$ cat src/logic/rtd_pkg.sv
// Constants shared by the ring trip detector design files.
package rtd_pkg;

    // Clock rate and the one millisecond processing tick.
    localparam int unsigned CLK_FREQ_KHZ   = 20_000;
    localparam int unsigned TICK_TIME_MS   = 1;
    localparam int unsigned TICK_CYCLES    = CLK_FREQ_KHZ * TICK_TIME_MS;
    localparam int unsigned TICK_CNT_W     = 15;

    // Length of the current limit boost after ringing ends, in ticks.
    localparam int unsigned BOOST_TIME_MS  = 8;
    localparam logic [3:0]  BOOST_TICKS    = 4'(BOOST_TIME_MS / TICK_TIME_MS);

    // Direct register offsets.
    localparam logic [7:0] ADDR_IRQ_PEND   = 8'h13;
    localparam logic [7:0] ADDR_IRQ_CLR    = 8'h14;
    localparam logic [7:0] ADDR_IRQ_EN     = 8'h16;
    localparam logic [7:0] ADDR_IND_DLO    = 8'h1c;
    localparam logic [7:0] ADDR_IND_DHI    = 8'h1d;
    localparam logic [7:0] ADDR_IND_WADDR  = 8'h1e;
    localparam logic [7:0] ADDR_IND_RADDR  = 8'h1f;
    localparam logic [7:0] ADDR_LINEFEED   = 8'h40;
    localparam logic [7:0] ADDR_STATUS     = 8'h44;
    localparam logic [7:0] ADDR_DEBOUNCE   = 8'h46;
    localparam logic [7:0] ADDR_HIGH_BATT  = 8'h4a;
    localparam logic [7:0] ADDR_LOOP_CUR   = 8'h4f;
    localparam logic [7:0] ADDR_BOOST_CTRL = 8'h6c;

    // Indirect register offsets.
    localparam logic [7:0] IND_THRESHOLD   = 8'h1d;
    localparam logic [7:0] IND_FILT_COEFF  = 8'h24;
    localparam logic [7:0] IND_HEADROOM    = 8'h28;

    // Field positions.
    localparam int unsigned TRIP_IRQ_BIT   = 0;
    localparam int unsigned TRIP_STAT_BIT  = 0;
    localparam int unsigned BOOST_EN_BIT   = 7;
    localparam int unsigned LF_SHADOW_LSB  = 4;

    // Linefeed code of the ringing state.
    localparam logic [2:0] LF_RINGING      = 3'b100;

    // Values after reset.
    localparam logic [2:0]  LF_RESET       = 3'h0;
    localparam logic [7:0]  BYTE_RESET     = 8'h00;
    localparam logic [15:0] WORD_RESET     = 16'h0000;
    localparam logic [5:0]  HIGH_BATT_RESET = 6'h00;

    // Filter fixed point: coefficient is a fraction of 2^13.
    localparam int unsigned FILT_FRAC_W    = 13;
    localparam int unsigned SAMPLE_W       = 6;

endpackage

$ cat src/logic/rtd_lowpass.sv
// First order low-pass filter for loop current samples.
`timescale 1ns/1ps
module rtd_lowpass (
    input  wire logic                           clk,
    input  wire logic                           rst,
    input  wire logic                           step,
    input  wire logic                           clear,
    input  wire logic [rtd_pkg::SAMPLE_W-1:0]   sample,
    input  wire logic [12:0]                    coeff,
    output logic      [rtd_pkg::SAMPLE_W-1:0]   filtered
);
    import rtd_pkg::*;

    localparam int unsigned ACC_W = SAMPLE_W + FILT_FRAC_W;

    logic        [ACC_W-1:0] acc_q;
    logic        [ACC_W-1:0] acc_d;
    logic signed [ACC_W:0]   diff;
    logic signed [ACC_W+14:0] prod;
    logic signed [ACC_W:0]   delta;

    // Each step moves the state toward the sample by coeff/8192 of the gap.
    assign diff     = $signed({1'b0, sample, {FILT_FRAC_W{1'b0}}}) - $signed({1'b0, acc_q});
    assign prod     = diff * $signed({1'b0, coeff});
    assign delta    = (ACC_W + 1)'(prod >>> FILT_FRAC_W);
    assign acc_d    = ACC_W'($signed({1'b0, acc_q}) + delta);
    assign filtered = acc_q[ACC_W-1:FILT_FRAC_W];

    // State register; cleared outside ringing so each ring starts fresh.
    always_ff @(posedge clk) begin
        if (rst || clear) begin
            acc_q <= '0;
        end else if (step) begin
            acc_q <= acc_d;
        end
    end

endmodule

$ cat src/logic/rtd_ring_trip_detector.sv
// Ring trip detector with register port, ringing bias and limit boost.
`timescale 1ns/1ps
// Summary of operation
// - Trip processing runs on loop current samples only while the linefeed shadow shows ringing.
// - Samples pass a low-pass filter with a 13-bit coefficient from an indirect register.
// - Filtered current is compared with a 6-bit indirect threshold feeding the debounce.
// - Debounce output flips only after the opposite level holds for the full interval.
// - A satisfied debounce sets the read-only trip detected status bit.
// - A valid trip raises the interrupt only when its enable bit is set.
// - During ringing the common mode is held at battery minus headroom, floored at zero.
// - Headroom is a 4-bit indirect field at 1.5 V per step below battery.
// - With boost enabled, the current limit rises briefly when ringing ends.
module rtd_ring_trip_detector #(
    parameter int unsigned TickCycles = rtd_pkg::TICK_CYCLES
) (
    input  wire logic                           clk,
    input  wire logic                           rst,
    input  wire logic [7:0]                     regAddr,
    input  wire logic [7:0]                     regWrData,
    input  wire logic                           regWr,
    input  wire logic                           regRd,
    output logic      [7:0]                     regRdData,
    input  wire logic [rtd_pkg::SAMPLE_W-1:0]   loopCurrentSample,
    output logic      [2:0]                     linefeedStateField,
    output logic      [5:0]                     ringingCommonMode,
    output logic                                commonModeHold,
    output logic                                currentLimitBoost,
    output logic                                irq
);
    import rtd_pkg::*;

    // True when a linefeed code selects the ringing state.
    function automatic logic isRinging(input logic [2:0] code);
        return code == LF_RINGING;
    endfunction

    // Two-stage synchroniser for the converter sample pins.
    logic [SAMPLE_W-1:0] sampleMeta_q;
    logic [SAMPLE_W-1:0] sampleSync_q;

    // Software visible registers.
    logic [7:0]  irqPend_q;
    logic [7:0]  irqPend_d;
    logic [7:0]  irqEn_q;
    logic [7:0]  indDataLo_q;
    logic [7:0]  indDataHi_q;
    logic [2:0]  linefeed_q;
    logic [2:0]  lfShadow_q;
    logic [6:0]  tripDebounceCount_q;
    logic [5:0]  highBatterySetting_q;
    logic        currentLimitBoostEn_q;
    logic [15:0] tripThreshold_q;
    logic [15:0] tripFilterCoeff_q;
    logic [15:0] ringingHeadroom_q;
    logic [7:0]  regRdData_q;

    // Tick divider and processing state.
    logic [TICK_CNT_W-1:0] tickCnt_q;
    logic                  tick_q;
    logic                  tripDetectedBit_q;
    logic [6:0]            debCnt_q;
    logic                  wasRinging_q;
    logic [3:0]            boostCnt_q;
    logic                  boost_q;
    logic [5:0]            commonMode_q;
    logic                  cmHold_q;
    logic                  irq_q;

    // Decoded strobes and derived values.
    logic                  wrIrqClr;
    logic                  wrIrqEn;
    logic                  wrDataLo;
    logic                  wrDataHi;
    logic                  wrIndWrite;
    logic                  wrIndRead;
    logic                  wrLinefeed;
    logic                  wrDebounce;
    logic                  wrHighBatt;
    logic                  wrBoost;
    logic                  ringing;
    logic                  tickEnd;
    logic [SAMPLE_W-1:0]   filtered;
    logic                  compareHigh;
    logic                  mismatch;
    logic                  debounceDone;
    logic                  tripRise;
    logic                  ringEnd;
    logic [15:0]           indReadValue;
    logic [7:0]            readValue;
    logic [5:0]            cmDiff;

    // Write decode of the direct registers.
    assign wrIrqClr   = regWr && (regAddr == ADDR_IRQ_CLR);
    assign wrIrqEn    = regWr && (regAddr == ADDR_IRQ_EN);
    assign wrDataLo   = regWr && (regAddr == ADDR_IND_DLO);
    assign wrDataHi   = regWr && (regAddr == ADDR_IND_DHI);
    assign wrIndWrite = regWr && (regAddr == ADDR_IND_WADDR);
    assign wrIndRead  = regWr && (regAddr == ADDR_IND_RADDR);
    assign wrLinefeed = regWr && (regAddr == ADDR_LINEFEED);
    assign wrDebounce = regWr && (regAddr == ADDR_DEBOUNCE);
    assign wrHighBatt = regWr && (regAddr == ADDR_HIGH_BATT);
    assign wrBoost    = regWr && (regAddr == ADDR_BOOST_CTRL);

    // Indirect register selected by the data byte of a read command.
    assign indReadValue = (regWrData == IND_THRESHOLD)  ? tripThreshold_q :
                          (regWrData == IND_FILT_COEFF) ? tripFilterCoeff_q :
                          (regWrData == IND_HEADROOM)   ? ringingHeadroom_q : WORD_RESET;

    // Direct register read selection; unmapped addresses read as zero.
    assign readValue =
        (regAddr == ADDR_IRQ_PEND)   ? irqPend_q :
        (regAddr == ADDR_IRQ_EN)     ? irqEn_q :
        (regAddr == ADDR_IND_DLO)    ? indDataLo_q :
        (regAddr == ADDR_IND_DHI)    ? indDataHi_q :
        (regAddr == ADDR_LINEFEED)   ? {1'b0, lfShadow_q, 1'b0, linefeed_q} :
        (regAddr == ADDR_STATUS)     ? 8'(tripDetectedBit_q) << TRIP_STAT_BIT :
        (regAddr == ADDR_DEBOUNCE)   ? {1'b0, tripDebounceCount_q} :
        (regAddr == ADDR_HIGH_BATT)  ? {2'b00, highBatterySetting_q} :
        (regAddr == ADDR_LOOP_CUR)   ? {2'b00, sampleSync_q} :
        (regAddr == ADDR_BOOST_CTRL) ? 8'(currentLimitBoostEn_q) << BOOST_EN_BIT : BYTE_RESET;

    // Processing conditions.
    assign ringing      = isRinging(lfShadow_q);
    assign tickEnd      = (tickCnt_q == TICK_CNT_W'(TickCycles - 1));
    assign compareHigh  = (filtered >= tripThreshold_q[5:0]);
    assign mismatch     = (compareHigh != tripDetectedBit_q);
    assign debounceDone = mismatch && ((debCnt_q + 7'h01) >= tripDebounceCount_q);
    assign tripRise     = ringing && tick_q && debounceDone && !tripDetectedBit_q;
    assign ringEnd      = wasRinging_q && !ringing;

    // Pending flags: a trip sets, a one written to the clear register clears; set wins.
    assign irqPend_d = (irqPend_q & ~(wrIrqClr ? regWrData : BYTE_RESET))
                     | (8'(tripRise) << TRIP_IRQ_BIT);

    // Headroom is subtracted from battery in the same 1.5 V steps, floored at zero.
    assign cmDiff = (highBatterySetting_q > {2'b00, ringingHeadroom_q[3:0]}) ?
                    6'(highBatterySetting_q - {2'b00, ringingHeadroom_q[3:0]}) : 6'h00;

    // Loop current samples cross in from the converter pins.
    always_ff @(posedge clk) begin
        if (rst) begin
            sampleMeta_q <= '0;
            sampleSync_q <= '0;
        end else begin
            sampleMeta_q <= loopCurrentSample;
            sampleSync_q <= sampleMeta_q;
        end
    end

    // One millisecond tick divider.
    always_ff @(posedge clk) begin
        if (rst) begin
            tickCnt_q <= '0;
            tick_q    <= 1'b0;
        end else begin
            tickCnt_q <= tickEnd ? '0 : tickCnt_q + 1'b1;
            tick_q    <= tickEnd;
        end
    end

    // Interrupt status, enable and level output.
    always_ff @(posedge clk) begin
        if (rst) begin
            irqPend_q <= BYTE_RESET;
            irqEn_q   <= BYTE_RESET;
            irq_q     <= 1'b0;
        end else begin
            irqPend_q <= irqPend_d;
            if (wrIrqEn) begin
                irqEn_q <= regWrData;
            end
            irq_q <= |(irqPend_d & irqEn_q);
        end
    end

    // Indirect access data bytes: written by software or loaded by a read command.
    always_ff @(posedge clk) begin
        if (rst) begin
            indDataLo_q <= BYTE_RESET;
            indDataHi_q <= BYTE_RESET;
        end else if (wrIndRead) begin
            indDataLo_q <= indReadValue[7:0];
            indDataHi_q <= indReadValue[15:8];
        end else begin
            if (wrDataLo) begin
                indDataLo_q <= regWrData;
            end
            if (wrDataHi) begin
                indDataHi_q <= regWrData;
            end
        end
    end

    // Indirect registers, loaded only by a write command naming their offset.
    always_ff @(posedge clk) begin
        if (rst) begin
            tripThreshold_q   <= WORD_RESET;
            tripFilterCoeff_q <= WORD_RESET;
            ringingHeadroom_q <= WORD_RESET;
        end else if (wrIndWrite) begin
            if (regWrData == IND_THRESHOLD) begin
                tripThreshold_q <= {indDataHi_q, indDataLo_q};
            end
            if (regWrData == IND_FILT_COEFF) begin
                tripFilterCoeff_q <= {indDataHi_q, indDataLo_q};
            end
            if (regWrData == IND_HEADROOM) begin
                ringingHeadroom_q <= {indDataHi_q, indDataLo_q};
            end
        end
    end

    // Direct configuration registers; the shadow follows the control field.
    always_ff @(posedge clk) begin
        if (rst) begin
            linefeed_q            <= LF_RESET;
            lfShadow_q            <= LF_RESET;
            tripDebounceCount_q   <= 7'h00;
            highBatterySetting_q  <= HIGH_BATT_RESET;
            currentLimitBoostEn_q <= 1'b0;
        end else begin
            if (wrLinefeed) begin
                linefeed_q <= regWrData[2:0];
            end
            lfShadow_q <= linefeed_q;
            if (wrDebounce) begin
                tripDebounceCount_q <= regWrData[6:0];
            end
            if (wrHighBatt) begin
                highBatterySetting_q <= regWrData[5:0];
            end
            if (wrBoost) begin
                currentLimitBoostEn_q <= regWrData[BOOST_EN_BIT];
            end
        end
    end

    // Read data stands in the cycle after the read strobe only.
    always_ff @(posedge clk) begin
        if (rst) begin
            regRdData_q <= BYTE_RESET;
        end else begin
            regRdData_q <= regRd ? readValue : BYTE_RESET;
        end
    end

    // Loop current filter, stepped once per tick while ringing.
    rtd_lowpass u_lowpass (
        .clk      (clk),
        .rst      (rst),
        .step     (tick_q && ringing),
        .clear    (!ringing),
        .sample   (sampleSync_q),
        .coeff    (tripFilterCoeff_q[12:0]),
        .filtered (filtered)
    );

    // Debounce: count ticks of disagreement, restart on agreement, flip at the interval.
    always_ff @(posedge clk) begin
        if (rst || !ringing) begin
            debCnt_q          <= 7'h00;
            tripDetectedBit_q <= 1'b0;
        end else if (tick_q) begin
            if (!mismatch) begin
                debCnt_q <= 7'h00;
            end else if (debounceDone) begin
                debCnt_q          <= 7'h00;
                tripDetectedBit_q <= compareHigh;
            end else begin
                debCnt_q <= debCnt_q + 7'h01;
            end
        end
    end

    // Ringing bias and the current limit boost when ringing ends.
    always_ff @(posedge clk) begin
        if (rst) begin
            wasRinging_q <= 1'b0;
            boostCnt_q   <= 4'h0;
            boost_q      <= 1'b0;
            commonMode_q <= 6'h00;
            cmHold_q     <= 1'b0;
        end else begin
            wasRinging_q <= ringing;
            cmHold_q     <= ringing;
            commonMode_q <= ringing ? cmDiff : 6'h00;
            if (ringEnd && currentLimitBoostEn_q) begin
                boostCnt_q <= BOOST_TICKS;
                boost_q    <= 1'b1;
            end else if (boost_q && tick_q) begin
                boostCnt_q <= boostCnt_q - 4'h1;
                boost_q    <= (boostCnt_q != 4'h1);
            end
        end
    end

    // Outputs straight from flip-flops.
    assign regRdData          = regRdData_q;
    assign linefeedStateField = lfShadow_q;
    assign ringingCommonMode  = commonMode_q;
    assign commonModeHold     = cmHold_q;
    assign currentLimitBoost  = boost_q;
    assign irq                = irq_q;

endmodule

$ cat config.mk
export PLATFORM = sky130hd
export DESIGN_NAME = rtd_ring_trip_detector
export DESIGN_NICKNAME = d
export VERILOG_FILES = /design/src/logic/rtd_pkg.sv /design/src/logic/rtd_lowpass.sv /design/src/logic/rtd_ring_trip_detector.sv
export SDC_FILE = /design/constraint.sdc
export NUM_CORES = 1
export LEC_CHECK = 0
export ABC_AREA = 1
export BUFFER_PORTS_ARGS = -buffer_cell sky130_fd_sc_hd__buf_2
export CORE_ASPECT_RATIO = 1.25
export CORE_MARGIN = 3
export CORE_UTILIZATION = 59
export DETAILED_ROUTE_END_ITERATION = 12
export GPL_TIMING_DRIVEN = 1
export HOLD_SLACK_MARGIN = 0.08
export MAX_ROUTING_LAYER = met4
export PLACE_DENSITY = 0.85
export SETUP_SLACK_MARGIN = 0.3
export SLEW_MARGIN = 20
export SYNTH_ARGS = -nofsm -noshare
export SYNTH_HDL_FRONTEND = slang
export SYNTH_SLANG_ARGS = --single-unit
$ cat constraint.sdc
create_clock -name clk -period 7.71 [get_ports clk]
set_input_delay 1.1565 -clock clk [delete_from_list [all_inputs] [get_ports clk]]
set_output_delay 1.1565 -clock clk [all_outputs]
set_load 0.1 [all_outputs]
==> flow_metrics.tcl <==
set metrics [dict create \
    outcome "finished with violations" \
    violations "negative setup slack" \
    fp.dieH_um 203 \
    viasPerCell 5.84 \
    cap_violations 0 \
    core_mm2 0.0303 \
    rsz0062_at_grt "true" \
    final-max-slew-violation-count 0 \
    worst_slack_ps -641 \
    cp-start-kind "flip-flop" \
    antenna_found_initial 4 \
    h-tree-depth 4 \
    leakage_nw 11.4 \
    ys_seq_elements 176 \
    yosysUniqueCellTypes 60 \
    max_stage_delay_ps 700 \
    die_x_um 164 \
    fin_crit_sh_pct 108 \
    port_buffers 45 \
    hold_violations 0 \
    netlist_area_mm2 0.0183 \
    synth_flop_cell "dfxtp_1" \
    rows 71 \
    fin_crit_ps 8350 \
    clkLatencyLatePin_ps 450 \
    wl_per_cell_um 20.3 \
    finalSetupViolCount 14 \
    cts-root-buf "clkbuf_16" \
    total_power_mw 1.96 \
    grt_usage_pct 35.8 \
    holdBufCountCts 0 \
    numCtsBuffers 17 \
    ys_warn_count 0 \
    drc_errors 0 \
    path_clk_slew_ps 80 \
    synth_edf_count 0 \
    dr.pass1.iters 8 \
    grt_pass1_vias 18428 \
    dieArea_mm2 0.0332 \
    grt_max_degree 64 \
    crit_required_ps 8060 \
    ir_worst_vdd_mv 0.163 \
    drt_wl_total_um 62100 \
    pre_cts_slack_ps -472 \
    whs_ps 406 \
    ios 46 \
    synthCells 2359 \
    vias 17858 \
    worstPathArrival_ps 8700 \
    synth-seq-area-share_pct 19.3 \
    synthToLayoutAreaGrowth_pct 25.9 \
    clkSinkCount 176 \
    drt_iter0_markers 1670 \
    synth_nets 2745 \
    worst_pin_slew_ps 981 \
    ctsLongestPathBuffers 2 \
    ant_nets 0 \
    cp_max_fo 4 \
    nets 3026 \
    fin_tns_setup_ps -6240 \
    avgSynthCellArea_um2 7.76 \
    hpwlAfterDp_um 44000 \
    cts_tree "yes" \
    grt_pass1_wl_um 91000 \
    skew_ps 17.2 \
    nFillCells 1966 \
    synthArstFlopShare_pct 0 \
    pwr_density_cell_mw_per_mm2 84.9 \
    worstSetupEndpointType "flip-flop" \
    min_path_type "reg -> reg" \
    slew_headroom_pct 34.4 \
    globalRouteOverflowTotal 0 \
    critPathKind "reg -> reg" \
    gp_congestion 1.03 \
    drive_gt1_share_pct 25.2 \
    max_freq_ghz 0.120 \
    cp_slowest_cell "fa_2" \
    initial_utilization_pct 60.4 \
]
-- worst max-delay path, delay by kind of cell (launching register included) --
family	cells	cell delay [ps]
AO/OA/AOI/OAI	5	660
flip-flops	1	370
XOR/XNOR	1	130
buffers and inverters	10	1040
AND/OR/NAND/NOR	19	2180
adder cells (fa/ha/maj)	9	3860
-- power by group --
group / internal (mW) / total, mW / switching (mW) / leakage [nW]
Clock: 0.467 / 0.893 / 0.427 / 0.292
Sequential: 0.913 / 0.916 / 0.00348 / 1.42
Combinational: 0.0556 / 0.147 / 0.0909 / 9.66
-- area by class of cell --
type                       instances  area (µm²)  area share [%]
multi-input combinational       1591       13800            59.9
tap                              401         502            2.18
clock buffer                      17         425            1.85
sequential                       176        3530            15.3
antenna                            5        12.5          0.0543
inverter                         526        2010            8.74
timing repair buffer             328        2550            11.1
clock inverter                    15         188           0.815
-- cell families (layout without fill, tap and decap cells) --
logic type,after synthesis,after routing,synth area share (%)
and+or+nand+nor,757,757,18.1
buffers and inverters,592,886,12.3
AOI/OAI and AO/OA,422,422,13.4
adders and majority gates,360,360,34.3
DFF,176,176,19.3
xor gates and xnor gates,52,52,2.63
other,0,5,0
-- cells in the final DEF (no fill, tap or decap), types with 32 or more instances in the layout --
cell type,count
nand3_1,35
inv_2,44
nand2_2,45
ha_1,98
a21oi_1,136
buf_6,32
dfxtp_1,170
fa_1,227
o21ai_1,34
nor2_1,194
buf_4,244
inv_1,466
buf_2,45
nand2_1,333
o21ai_0,92
-- layer usage --
metal  up-vias  share of wire, %  track usage [%]
li1       7962                 -                -
met1      8514                33             37.1
met2       946                50             61.3
met3       436               7.5             5.69
met4         0               9.9             26.1
met5         -                 0                -
-- flip-flops by register name, indices dropped and copies added (netlist names), 3 cells and up --
register / count
u_lowpass.acc_q: 19
ringingHeadroom_q: 16
tripFilterCoeff_q: 16
tripThreshold_q: 16
tickCnt_q: 15
indDataHi_q: 8
indDataLo_q: 8
irqEn_q: 8
irqPend_q: 8
regRdData: 8
debCnt_q: 7
tripDebounceCount_q: 7
highBatterySetting_q: 6
ringingCommonMode: 6
sampleMeta_q: 6
sampleSync_q: 6
boostCnt_q: 4
linefeedStateField: 3
linefeed_q: 3
-- cells in the mapped netlist (all sizes together) (2+ instances only) --
cell type / instances / share of area [%]
o221a: 2 / 0.12
o31ai: 5 / 0.23
clkinv: 8 / 0.16
nand4: 16 / 0.62
xnor2: 22 / 1.1
a31oi: 10 / 0.34
or2: 6 / 0.21
nor3b: 7 / 0.29
o21ai: 135 / 3.7
nand3b: 4 / 0.16
nor2: 236 / 5.4
nor3: 22 / 0.66
dfxtp: 176 / 19
ha: 123 / 8.4
o221ai: 8 / 0.38
a211oi: 17 / 0.70
buf: 14 / 0.40
o21a: 5 / 0.21
o311ai: 3 / 0.14
nand3: 48 / 1.5
nor4: 15 / 0.58
clkbuf: 52 / 1.1
nand2: 401 / 8.6
a311oi: 4 / 0.19
o2111ai: 4 / 0.19
o211ai: 22 / 0.90
a221oi: 19 / 0.91
inv: 518 / 11
a21o: 6 / 0.25
o21bai: 3 / 0.12
fa: 237 / 26
xor2: 30 / 1.6
a21oi: 171 / 4.7
o22ai: 4 / 0.14
-- path summary, 6_finish.rpt --
path / start / to / slack, ps / cells after the start
min: sampleMeta_q[4]$_SDFF_PP0_ / sampleSync_q[4]$_SDFF_PP0_ / 410 / 2
max reg2reg: u_lowpass.acc_q[1]$_SDFFE_PP0P_ / u_lowpass.acc_q[18]$_SDFFE_PP0P_ / -640 / 44
min reg2reg: sampleMeta_q[4]$_SDFF_PP0_ / sampleSync_q[4]$_SDFF_PP0_ / 410 / 2
max: u_lowpass.acc_q[1]$_SDFFE_PP0P_ / u_lowpass.acc_q[18]$_SDFFE_PP0P_ / -640 / 44
-- per-stage QoR --
stage                     util (%)  cell area, µm²  cells
after global routing          76.0           23000   3059
final                         76.0           23000   3059
after global placement        68.8           20800   2970
after detailed placement      68.8           20800   2970
after floorplan                  -           18600   2359
after CTS                     73.3           22200   3028
-- what timing repair did --
action                                  4_1_cts  5_1_grt
endpoints found under the setup margin       16       17
gates resized for setup                     141      155
pin swaps                                   103       84
setup buffers                                26       26
endpoints found under the hold margin         0        0
gates cloned                                  0        0
Power figures use the tool's default switching activity.
